`src/include/usc3_pkg.sv`:
```
// Shared constants for the status-two / control-three serial port logic
`default_nettype none
package usc3_pkg;
  // Register offsets on the plain register port
  localparam int unsigned ADDR_W = 2;
  localparam logic [1:0] OFF_STATUS_ONE = 2'h0;
  localparam logic [1:0] OFF_STATUS_TWO = 2'h1;
  localparam logic [1:0] OFF_CONTROL_THREE = 2'h2;
  localparam logic [1:0] OFF_DATA = 2'h3;
  // Field positions, serial_status_two
  localparam int unsigned S2_LIN_BREAK = 7;
  localparam int unsigned S2_RX_EDGE = 6;
  localparam int unsigned S2_RX_INV = 4;
  localparam int unsigned S2_WAKE_IDLE = 3;
  localparam int unsigned S2_LONG_BRK = 2;
  localparam int unsigned S2_LONG_DET = 1;
  // Field positions, serial_control_three
  localparam int unsigned C3_NINTH_TX = 6;
  localparam int unsigned C3_TX_DIR = 5;
  localparam int unsigned C3_TX_INV = 4;
  // Values after reset
  localparam logic [7:0] S2_RESET = 8'h00;
  localparam logic [7:0] C3_RESET = 8'h00;
  localparam logic [3:0] IRQ_EN_RESET = 4'h0;
  // Bit-time counts for break generation and detection
  localparam int unsigned CNT_W = 4;
  localparam logic [CNT_W-1:0] BRK_TX_SHORT = 4'hA;
  localparam logic [CNT_W-1:0] BRK_TX_LONG = 4'hD;
  localparam logic [CNT_W-1:0] BRK_RX_SHORT = 4'hA;
  localparam logic [CNT_W-1:0] BRK_RX_LONG = 4'hB;
  typedef enum logic [0:0] {
    TX_IDLE = 1'b0,
    TX_BREAK = 1'b1
  } usc3_tx_e;
endpackage
`default_nettype wire

```
`src/include/usc3_cnt_if.sv`:
```
// Interface between a bit-time counter and its owner
`default_nettype none
interface usc3_cnt_if
  import usc3_pkg::*;
#(
  parameter int unsigned WIDTH = CNT_W
);
  logic clear;
  logic tick;
  logic [WIDTH-1:0] count;
  modport owner (output clear, output tick, input count);
  modport counter (input clear, input tick, output count);
endinterface
`default_nettype wire

```
`src/design/usc3_bit_counter.sv`:
```
// Bit-time counter with synchronous clear
`default_nettype none
module usc3_bit_counter
  import usc3_pkg::*;
#(
  parameter int unsigned WIDTH = CNT_W
) (
  input wire logic clk,
  input wire logic reset_n,
  usc3_cnt_if.counter cnt
);
  logic [WIDTH-1:0] count_reg;
  logic [WIDTH-1:0] count_next;

  assign count_next = cnt.clear ? '0 : (cnt.tick ? count_reg + 1'b1 : count_reg);
  assign cnt.count = count_reg;

  always_ff @(posedge clk or negedge reset_n) begin
    if (!reset_n) begin
      count_reg <= '0;
    end else begin
      count_reg <= count_next;
    end
  end
endmodule
`default_nettype wire

```
`src/design/usc3_top.sv`:
```
// Status-two and control-three logic of the asynchronous serial port
//
// The implementer's own choices: the register addresses and the address-and-strobe port.
`default_nettype none
module usc3_top
  import usc3_pkg::*;
(
  input wire logic clk,
  input wire logic reset_n,
  input wire logic [ADDR_W-1:0] addr,
  input wire logic [7:0] wrData,
  input wire logic wrEn,
  input wire logic rdEn,
  output logic [7:0] rdData,
  input wire logic bitTick,
  input wire logic nineBitMode,
  input wire logic rxStandby,
  input wire logic loopModeSelect,
  input wire logic rxSourceSelect,
  input wire logic breakRequest,
  input wire logic serialInPin,
  input wire logic serialOutPinIn,
  output logic serialOutPinOut,
  output logic serialOutPinOe,
  output logic rxLine,
  input wire logic rxStartValid,
  input wire logic rxIdleSeen,
  input wire logic rxCharDone,
  input wire logic [8:0] rxCharData,
  input wire logic rxStopBit,
  input wire logic rxNoise,
  input wire logic rxParityBad,
  input wire logic txShiftOut,
  output logic [8:0] txWord,
  output logic txLoad,
  output logic txBreakActive,
  output logic rxBreakDetect,
  output logic errIrq
);
  ////////////////////////////////////////////////////////////////////////////
  // Registers
  logic rx_polarity_flip_reg, wakeIdleSel_reg, longBreakSel_reg, longBreakDet_reg;
  logic linBreakFlag_reg, rxEdgeFlag_reg, rxActive_reg;
  logic ninthTx_reg, singleWireDir_reg, tx_polarity_flip_reg;
  logic [3:0] irqEn_reg;
  logic rxFull_reg, idleFlag_reg, overrun_reg, noise_reg, framing_reg, parity_reg;
  logic [8:0] rxBuf_reg;
  logic s1Armed_reg, idleArm_reg, rxSrcPrev_reg;
  logic [8:0] txWord_reg;
  logic txLoad_reg, pinOut_reg;
  logic [7:0] rdData_reg;
  usc3_tx_e txState_reg, txState_next;

  logic linBreakFlag_next, rxEdgeFlag_next, rxActive_next;
  logic rxFull_next, idleFlag_next, overrun_next, noise_next, framing_next, parity_next;
  logic s1Armed_next, idleArm_next;
  logic [8:0] rxBuf_next;
  logic [7:0] rdData_next;

  ////////////////////////////////////////////////////////////////////////////
  // Address decode
  logic wrS2, wrC3, wrData0, rdS1, rdDataReg;
  assign wrS2 = wrEn && (addr == OFF_STATUS_TWO);
  assign wrC3 = wrEn && (addr == OFF_CONTROL_THREE);
  assign wrData0 = wrEn && (addr == OFF_DATA);
  assign rdS1 = rdEn && (addr == OFF_STATUS_ONE);
  assign rdDataReg = rdEn && (addr == OFF_DATA);

  ////////////////////////////////////////////////////////////////////////////
  // Receive path
  logic singleWire, rxSrc, edgeSeen, breakSeen;
  logic [CNT_W-1:0] breakThr;
  usc3_cnt_if rxCnt ();

  assign singleWire = loopModeSelect && rxSourceSelect;
  assign rxSrc = loopModeSelect ? (rxSourceSelect ? serialOutPinIn : pinOut_reg) : serialInPin;
  assign rxLine = rxSrc ^ rx_polarity_flip_reg;
  // Pin edge toward the active level; a polarity write alone is no edge
  assign edgeSeen = (rxSrcPrev_reg != rxSrc) && (rxSrc == rx_polarity_flip_reg);
  assign breakThr = (longBreakDet_reg ? BRK_RX_LONG : BRK_RX_SHORT)
                    + {{(CNT_W-1){1'b0}}, nineBitMode};
  assign rxCnt.clear = rxLine;
  assign rxCnt.tick = bitTick && !rxLine && (rxCnt.count != breakThr);
  assign breakSeen = rxCnt.tick && (rxCnt.count == breakThr - 1'b1);
  assign rxBreakDetect = breakSeen;

  usc3_bit_counter #(.WIDTH(CNT_W)) rxLowCounter (
    .clk(clk),
    .reset_n(reset_n),
    .cnt(rxCnt.counter)
  );

  ////////////////////////////////////////////////////////////////////////////
  // Receive status flags
  logic charAccept, charOverrun, clrS1, idleSet, clrLin, clrEdge;
  // Long detect hides characters; stop-bit check never looks at break length
  assign charAccept = rxCharDone && !rxFull_reg && !longBreakDet_reg;
  assign charOverrun = rxCharDone && rxFull_reg;
  assign clrS1 = rdDataReg && s1Armed_reg;
  assign idleSet = rxIdleSeen && idleArm_reg && (!rxStandby || wakeIdleSel_reg);
  assign clrLin = wrS2 && wrData[S2_LIN_BREAK];
  assign clrEdge = wrS2 && wrData[S2_RX_EDGE];

  assign rxFull_next = charAccept || (rxFull_reg && !clrS1);
  assign framing_next = (charAccept && !rxStopBit) || (framing_reg && !clrS1);
  assign noise_next = (charAccept && rxNoise) || (noise_reg && !clrS1);
  assign parity_next = (charAccept && rxParityBad) || (parity_reg && !clrS1);
  assign overrun_next = charOverrun || (overrun_reg && !clrS1);
  assign idleFlag_next = idleSet || (idleFlag_reg && !clrS1);
  assign idleArm_next = charAccept || (idleArm_reg && !idleSet);
  assign s1Armed_next = rdS1 || (s1Armed_reg && !rdDataReg);
  assign rxBuf_next = charAccept ? {nineBitMode && rxCharData[8], rxCharData[7:0]}
                                 : rxBuf_reg;
  assign linBreakFlag_next = (breakSeen && longBreakDet_reg) || (linBreakFlag_reg && !clrLin);
  assign rxEdgeFlag_next = edgeSeen || (rxEdgeFlag_reg && !clrEdge);
  assign rxActive_next = rxStartValid || (rxActive_reg && !rxIdleSeen);

  always_ff @(posedge clk or negedge reset_n) begin
    if (!reset_n) begin
      rxFull_reg <= 1'b0;
      framing_reg <= 1'b0;
      noise_reg <= 1'b0;
      parity_reg <= 1'b0;
      overrun_reg <= 1'b0;
      idleFlag_reg <= 1'b0;
      idleArm_reg <= 1'b0;
      s1Armed_reg <= 1'b0;
      rxBuf_reg <= 9'h000;
    end else begin
      rxFull_reg <= rxFull_next;
      framing_reg <= framing_next;
      noise_reg <= noise_next;
      parity_reg <= parity_next;
      overrun_reg <= overrun_next;
      idleFlag_reg <= idleFlag_next;
      idleArm_reg <= idleArm_next;
      s1Armed_reg <= s1Armed_next;
      rxBuf_reg <= rxBuf_next;
    end
  end

  always_ff @(posedge clk or negedge reset_n) begin
    if (!reset_n) begin
      linBreakFlag_reg <= 1'b0;
      rxEdgeFlag_reg <= 1'b0;
      rxActive_reg <= 1'b0;
      rxSrcPrev_reg <= 1'b1;
    end else begin
      linBreakFlag_reg <= linBreakFlag_next;
      rxEdgeFlag_reg <= rxEdgeFlag_next;
      rxActive_reg <= rxActive_next;
      rxSrcPrev_reg <= rxSrc;
    end
  end

  ////////////////////////////////////////////////////////////////////////////
  // Control bits
  always_ff @(posedge clk or negedge reset_n) begin
    if (!reset_n) begin
      rx_polarity_flip_reg <= S2_RESET[S2_RX_INV];
      wakeIdleSel_reg <= S2_RESET[S2_WAKE_IDLE];
      longBreakSel_reg <= S2_RESET[S2_LONG_BRK];
      longBreakDet_reg <= S2_RESET[S2_LONG_DET];
    end else if (wrS2) begin
      rx_polarity_flip_reg <= wrData[S2_RX_INV];
      wakeIdleSel_reg <= wrData[S2_WAKE_IDLE];
      longBreakSel_reg <= wrData[S2_LONG_BRK];
      longBreakDet_reg <= wrData[S2_LONG_DET];
    end
  end

  always_ff @(posedge clk or negedge reset_n) begin
    if (!reset_n) begin
      ninthTx_reg <= C3_RESET[C3_NINTH_TX];
      singleWireDir_reg <= C3_RESET[C3_TX_DIR];
      tx_polarity_flip_reg <= C3_RESET[C3_TX_INV];
      irqEn_reg <= IRQ_EN_RESET;
    end else if (wrC3) begin
      ninthTx_reg <= wrData[C3_NINTH_TX];
      singleWireDir_reg <= wrData[C3_TX_DIR];
      tx_polarity_flip_reg <= wrData[C3_TX_INV];
      irqEn_reg <= wrData[3:0];
    end
  end

  ////////////////////////////////////////////////////////////////////////////
  // Transmit path and break generator
  logic [CNT_W-1:0] breakLen;
  logic breakEnd, txLevel;
  usc3_cnt_if txCnt ();

  assign breakLen = (longBreakSel_reg ? BRK_TX_LONG : BRK_TX_SHORT)
                    + {{(CNT_W-1){1'b0}}, nineBitMode};
  assign breakEnd = (txState_reg == TX_BREAK) && bitTick && (txCnt.count == breakLen - 1'b1);
  assign txCnt.clear = (txState_reg == TX_IDLE) || breakEnd;
  assign txCnt.tick = bitTick;

  usc3_bit_counter #(.WIDTH(CNT_W)) txBreakCounter (
    .clk(clk),
    .reset_n(reset_n),
    .cnt(txCnt.counter)
  );

  always_comb begin
    txState_next = txState_reg;
    unique case (txState_reg)
      TX_IDLE: begin
        if (breakRequest) begin
          txState_next = TX_BREAK;
        end
      end
      TX_BREAK: begin
        if (breakEnd && !breakRequest) begin
          txState_next = TX_IDLE;
        end
      end
    endcase
  end

  assign txBreakActive = (txState_reg == TX_BREAK);
  assign txLevel = txBreakActive ? 1'b0 : txShiftOut;

  always_ff @(posedge clk or negedge reset_n) begin
    if (!reset_n) begin
      txState_reg <= TX_IDLE;
      pinOut_reg <= 1'b1;
      txWord_reg <= 9'h000;
      txLoad_reg <= 1'b0;
    end else begin
      txState_reg <= txState_next;
      pinOut_reg <= txLevel ^ tx_polarity_flip_reg;
      txLoad_reg <= wrData0;
      if (wrData0) begin
        txWord_reg <= {nineBitMode && ninthTx_reg, wrData};
      end
    end
  end

  assign serialOutPinOut = pinOut_reg;
  assign serialOutPinOe = !singleWire || singleWireDir_reg;
  assign txWord = txWord_reg;
  assign txLoad = txLoad_reg;

  ////////////////////////////////////////////////////////////////////////////
  // Error interrupt and read port
  logic [3:0] errFlags;
  logic [7:0] s1View, s2View, c3View;
  assign errFlags = {overrun_reg, noise_reg, framing_reg, parity_reg};
  assign errIrq = |(errFlags & irqEn_reg);
  assign s1View = {2'h0, rxFull_reg, idleFlag_reg, errFlags};
  assign s2View = {linBreakFlag_reg, rxEdgeFlag_reg, 1'b0, rx_polarity_flip_reg, wakeIdleSel_reg,
                   longBreakSel_reg, longBreakDet_reg, rxActive_reg};
  // Ninth bit read before data; data read may let a new character in
  assign c3View = {rxBuf_reg[8], ninthTx_reg, singleWireDir_reg, tx_polarity_flip_reg, irqEn_reg};
  assign rdData_next = !rdEn ? 8'h00 :
                       (addr == OFF_STATUS_ONE) ? s1View :
                       (addr == OFF_STATUS_TWO) ? s2View :
                       (addr == OFF_CONTROL_THREE) ? c3View : rxBuf_reg[7:0];

  always_ff @(posedge clk or negedge reset_n) begin
    if (!reset_n) begin
      rdData_reg <= 8'h00;
    end else begin
      rdData_reg <= rdData_next;
    end
  end

  assign rdData = rdData_reg;

  logic [CNT_W-1:0] chkTicks_reg, chkLen_reg;
  always_ff @(posedge clk or negedge reset_n) begin
    if (!reset_n) begin
      chkTicks_reg <= '0;
      chkLen_reg <= '0;
    end else if (!txBreakActive && txState_next == TX_BREAK) begin
      chkTicks_reg <= '0;
      chkLen_reg <= breakLen;
    end else if (txBreakActive && bitTick) begin
      chkTicks_reg <= chkTicks_reg + 1'b1;
    end
  end
endmodule
`default_nettype wire

```
`config.mk`:
```
export PLATFORM = sky130hd
export DESIGN_NAME = usc3_top
export DESIGN_NICKNAME = d
export VERILOG_FILES = /design/src/include/usc3_pkg.sv /design/src/include/usc3_cnt_if.sv /design/src/design/usc3_bit_counter.sv /design/src/design/usc3_top.sv
export SDC_FILE = /design/constraint.sdc
export NUM_CORES = 1
export LEC_CHECK = 0
export BUFFER_PORTS_ARGS = -buffer_cell sky130_fd_sc_hd__buf_2
export CORE_MARGIN = 1.5
export CORE_UTILIZATION = 33
export CTS_CLUSTER_SIZE = 20
export DETAILED_ROUTE_END_ITERATION = 10
export PLACE_DENSITY_LB_ADDON = 0.12
export SETUP_SLACK_MARGIN = 0.1
export SYNTH_ARGS = -nofsm -noshare
export SYNTH_HDL_FRONTEND = slang
export SYNTH_SLANG_ARGS = --single-unit
export TNS_END_PERCENT = 30
```
`constraint.sdc`:
```
create_clock -name clk -period 2 [get_ports clk]
set_clock_uncertainty 0.15 [all_clocks]
set_input_delay 0.4 -clock clk [delete_from_list [all_inputs] [get_ports clk]]
set_output_delay 0.4 -clock clk [all_outputs]
set_load 0.02 [all_outputs]
```
# Yosys cells after proc, flatten, opt, wreduce, memory -nomap -nowiden
# Cells that the tools add are included.
[totals] reg_bits=60 out_inout_bits=24 elab_cells=131
[op_classes] addsub=6 eq_ne=8 n_mux=16 bitwise_logic=4 reduce_logical=69
[op_table] operator="logical AND 1 bit" count=38
[op_table] operator="2-to-1 mux 8 bit" count=4
[op_table] operator="2-to-1 mux 4 bit" count=4
[op_table] operator="logical OR 1 bit" count=14
[op_table] operator="logical NOT 1 bit" count=13
[op_table] operator="adder 4 x 1 -> 4 bit" count=2
[op_table] operator="adder 4 x 1 -> 4 bit (second input constant)" count=2
[op_table] operator="== test 4 bit" count=2
[op_table] operator="subtractor 4 x 1 -> 4 bit (second input constant)" count=2
[op_table] operator="2-to-1 mux 1 bit" count=6
[op_table] operator="AND 4 bit" count=1
[op_table] operator="== test 2 bit (second input constant)" count=2
[op_table] operator="!= test 4 bit" count=1
[op_table] operator="nonzero test 2 bit" count=2
[op_table] operator="OR reduction 4 bit" count=1
[op_table] operator="2-to-1 mux 3 bit" count=1
[op_table] operator="== test 2 x 1 -> 1 bit (second input constant)" count=1
[op_table] operator="logical NOT 2 bit" count=1
[op_table] operator="one-hot mux 1 bit (2 select lines)" count=1
[op_table] operator="bitwise XOR 1 bit" count=2
[op_table] operator="== test 1 bit" count=1
[op_table] operator="!= test 1 bit" count=1
[op_table] operator="inverter 1 bit" count=1

# Longest topological paths before layout
[depth] depth_word=9 ltp_mapped=6 ltp_nobuf=6

# By module
# From an unflattened synthesis, not the netlist that was laid out.
[unflattened] cells_unflattened=222 hier_area_um2=2756.4
[by_module_without_submodules] mod="usc3_top" n_inst=1 cells_per_inst=190 area_per_inst_um2=2371.0 seq_area_each_um2=1303.8
[by_module_without_submodules] mod="usc3_bit_counter" n_inst=2 cells_per_inst=16 area_per_inst_um2=192.7 seq_area_each_um2=100.1

# Least setup slack after synthesis
# Ideal clock, no wire load.
[synth_timing] path_type="input-to-output" start="input port rxSourceSelect" end="output port rxBreakDetect" arrival_ps=1638 required_ps=1450 path_slack_ps=-188 stages=4 path_buffers=0 path_cell_list="mux2_4 -> mux2i_4 -> xnor2_2 -> nor3_1"
[synth_between] elab_chain_cells=7
[synth_rtl] item="start: declaration" line_no="usc3_top.sv:19" rtl="input wire logic rxSourceSelect,"
[synth_rtl] item="2-to-1 mux 1 bit (2 in series)" line_no="usc3_top.sv:76" rtl="assign rxSrc = loopModeSelect ? (rxSourceSelect ? serialOutPinIn : pinOut_reg) : serialInPin;"
[synth_rtl] item="bitwise XOR 1 bit" line_no="usc3_top.sv:77" rtl="assign rxLine = rxSrc ^ rx_polarity_flip_reg;"
[synth_rtl] item="net rxLine" line_no="usc3_top.sv:25" rtl="output logic rxLine,"
[synth_rtl] item="logical NOT 1 bit" line_no="usc3_top.sv:83" rtl="assign rxCnt.tick = bitTick && !rxLine && (rxCnt.count != breakThr);"
[synth_rtl] item="logical AND 1 bit (2 in series)" line_no="usc3_top.sv:83"
[synth_rtl] item="logical AND 1 bit" line_no="usc3_top.sv:84" rtl="assign breakSeen = rxCnt.tick && (rxCnt.count == breakThr - 1'b1);"
[synth_rtl] item="end: declaration" line_no="usc3_top.sv:37" rtl="output logic rxBreakDetect,"
# The timed path passes the listed nets, and every way through them passes these cells.

# Worst setup path in the final report
[layout_timing] start="register longBreakDet_reg" end="output port rxBreakDetect"
[layout_between] elab_chain_cells=5
[layout_rtl] item="start: declaration" line_no="usc3_top.sv:42" rtl="logic rx_polarity_flip_reg, wakeIdleSel_reg, longBreakSel_reg, longBreakDet_reg;"
[layout_rtl] item="start signal: assignment" line_no="usc3_top.sv:163" rtl="longBreakDet_reg <= S2_RESET[S2_LONG_DET];"
[layout_rtl] item="start signal: assignment" line_no="usc3_top.sv:168" rtl="longBreakDet_reg <= wrData[S2_LONG_DET];"
[layout_rtl] item="2-to-1 mux 1 bit *" line_no="usc3_top.sv:80" rtl="assign breakThr = (longBreakDet_reg ? BRK_RX_LONG : BRK_RX_SHORT)"
[layout_rtl] item="adder 4 x 1 -> 4 bit *" line_no="usc3_top.sv:81" rtl="+ {{(CNT_W-1){1'b0}}, nineBitMode};"
[layout_rtl] item="subtractor 4 x 1 -> 4 bit / != test 4 bit (equally long branches)" line_no="usc3_top.sv:84, usc3_top.sv:83"
[layout_rtl] item="== test 4 bit / logical AND 1 bit (equally long branches)" line_no="usc3_top.sv:84, usc3_top.sv:83"
[layout_rtl] item="logical AND 1 bit *" line_no="usc3_top.sv:84"
# Mark *: on every way between the ends. The rest lies on a longest branch, timed or not.

==> results by group <==
Clock tree
  – CTS Buf Count: 9
  – H-tree depth: 3
  – Clock transition at path regs: ~0.070 ns
  – Maximum clock path buffer count: 2
  – Clk Latency, worst-skew pair: 0.34 ns
  – CTS tree: done
  – Cell chosen for the clock root: clkbuf_8
  – Clock sinks: 60

Floorplanning
  – DIE WIDTH: 94.4 µm
  – Core box area: 8130 µm²
  – Die footprint: 8910 µm²
  – Cell Rows: 33
  – I/O pins: just over 60
  – Starting density of the core: 33.9%
  – Die Y: 94.4 µm

Detailed routing
  – Total wire length: roughly 6.2 mm
  – DR vias/cell: roughly 4.7
  – Router iterations before antenna repair: 4
  – DRT iter0 DRCs: 86
  – Routed vias: 1,962
  – Drt wl/cell: 14.8 µm
  – Antenna-violating nets left: 0
  – Drt drc: 0

Global route
  – Largest net degree at the start of global routing: just over 60
  – Total GRT Usage: 15.4%
  – GRT busiest layer: met2
  – Grt met1 use: 20.2%
  – Number of global-route vias before repair: around 2,000
  – First-pass GRT wire length: 10.0 mm
  – Initial antenna violation count: 0
  – Grt met2 use: 23.1%
  – Grt met3 use: 4.75%
  – Grt ovf: 0

Critical path
  – Setup slack, reg-to-reg: 0 ns
  – CP endpoint kind: output port
  – Data arrival, critical path: 1.67 ns
  – Crit path kind: flip-flop to output port
  – Worst r2r path cells: 10
  – Critical path launch point type: flip-flop
  – Crit path max fanout: 3
  – FF-to-FF Start: longBreakDet_reg
  – CP required: 1.45 ns
  – Critical Path End: rxBreakDetect
  – CP startpoint: longBreakDet_reg
  – FF-to-FF End: linBreakFlag_reg

Flow run
  – Max cap viols: 0

Timing
  – Setup TNS: -0.281 ns
  – Fmax: ~450 MHz
  – Period Utilization, post-route: 111%
  – Final Max Tran Viols: 0
  – Final setup violation count: 2
  – Setup slack after layout: -0.219 ns
  – Fin crit period: 2.22 ns
  – RSZ-0062 raised after global routing: yes
  – Final hold violation count: 0
  – Slew @ Worst Pin: around 0.34 ns
  – Normalized max-slew margin: 77.2%

Yosys
  – EDFF count, synth: 0
  – Ys Warns: 0
  – Most common cell in the netlist: dfrtp_1
  – Share of the synthesized area in the top cell type: 52.7%
  – Yosys top cell by area: dfrtp_1
  – Synth area leaders: dfrtp_1 53%, mux2_2 11%, mux4_2 4.1%
  – #FFs+latches synth: 60
  – Synthesized cell area: 2760 µm²
  – Syn Nets: 262
  – Gate Count Post-Synth: 219
  – Post-synth ARST share: 100%
  – Avg Inst Size Synth: 12.6 µm²
  – Distinct cells, synth: 41
  – Top cells by count, synth: 58 x dfrtp_1, 27 x mux2_2, 19 x nand2_1
  – Sequential share of the synthesized area: 54.6%
  – Dominant synthesized flop cell: dfrtp_1

Power and ir drop
  – Logic gate share of total power: 27.9%
  – Total chip power: just over 4 mW
  – Maximum VDD drop: 0.000485 V
  – Clock network fraction of design power: roughly 27%
  – Areal power density over the cells: around 1100 nW/µm²
  – NetSw: ~1.3 mW
  – Static leakage: 1.70 nW
  – Flop pwr share: about 45%
  – Sw frac: 31.7%
  – Internal Power: 2.76 mW

Run status
  – Violated checks: setup timing
  – Status: finished with violations

Final layout
  – Final #Nets: 351
  – Final Util: between 40% and 50%
  – Number of diodes: 0
  – Area Growth Syn to Fin: 31.2%
  – Layout cells sized above 1: 47.0%

Placed design
  – Post-DP HPWL: 4.51 mm
  – RePlAce Congestion: 0.794
  – PortBufs: 61
  – Post-place setup slack: -0.146 ns

Min path
  – Hold Path Class: input port to flip-flop
  – Hold path cells: 2
worst min-delay path by stage:
stage,start,to
after detailed placement,reset_n,rxLowCounter.cnt.count[1]
after global routing,rxStartValid,rxActive_reg
after global placement,reset_n,rxLowCounter.cnt.count[1]
after floorplan,reset_n,framing_reg
final,rxStartValid,rxActive_reg
after CTS,rxStartValid,rxActive_reg
area by class of cell:
| class | count | area (µm²) |
|---|---|---|
| clock buffers | 10 | 138 |
| clock inverters | 6 | 63.8 |
| fillers | 782 | 4520 |
| inverters | 13 | 48.8 |
| multi-input cells | 140 | 1220 |
| flip-flops and latches | 60 | 1500 |
| well taps | 105 | 131 |
| repair buffers | 84 | 505 |
kinds of logic after synthesis:
logic type / synth area share (%)
flops: 54.6
compound gates: 8.13
simple gates: 9.95
buf+inv: 3.09
fa+ha+maj: 2.27
xor+xnor: 4.41
mux: 17.6
timing repair:
item,CTS,global route
hold buffers,1,0
setup endpoints to repair,2,4
pin swaps,4,0
setup buffers,5,1
resized for setup,7,1
endpoints found under the hold margin,58,0
routing by layer:
metal  share of wire [%]  up-vias  wire length, µm
li1                    -      949                -
met2                  47       42             2890
met5                   0        -                0
met3                 4.0        9              248
met4                 1.6        0              101
met1                  48      962             2960
stage by stage:
step	cell area [µm²]	hold slack [ns]	instances
2_1_floorplan	2790	-0.0456	219
3_5_place_dp	3330	0.283	395
5_1_grt	3610	0.0643	418
4_1_cts	3600	0.0663	417
6_report	3610	0.0863	418
3_3_place_gp	3330	0.284	395
power groups by stage:
stage                     registers [mW]  clock network, mW  logic, mW
final                               1.82               1.10       1.13
after detailed placement            1.83                  0       1.11
after global routing                1.86               1.19       1.25
after global placement              1.83                  0       1.08
after CTS                           1.82               1.14       1.15
after floorplan                     1.84                  0      0.682
placed cells by master, fill, tap and decap left out, drive strengths merged, types with 6 or more instances in the layout:
cell type / synthesis / layout
mux2: 28 / 28
nand2: 19 / 19
buf: 4 / 83
xor2: 8 / 8
and2: 6 / 6
o21ai: 10 / 10
dfrtp: 58 / 58
inv: 13 / 13
nor2: 7 / 7
clkbuf: 2 / 10
critical path: stages, from the launching register on:
cell,delay [ns]
dfrtp_1,0.40
inv_2,0.09
ha_4,0.22
nand2_2,0.06
xor2_1,0.17
nand3_2,0.12
nor3_4,0.13
buf_6,0.13
(Power assumes the default switching activity.)
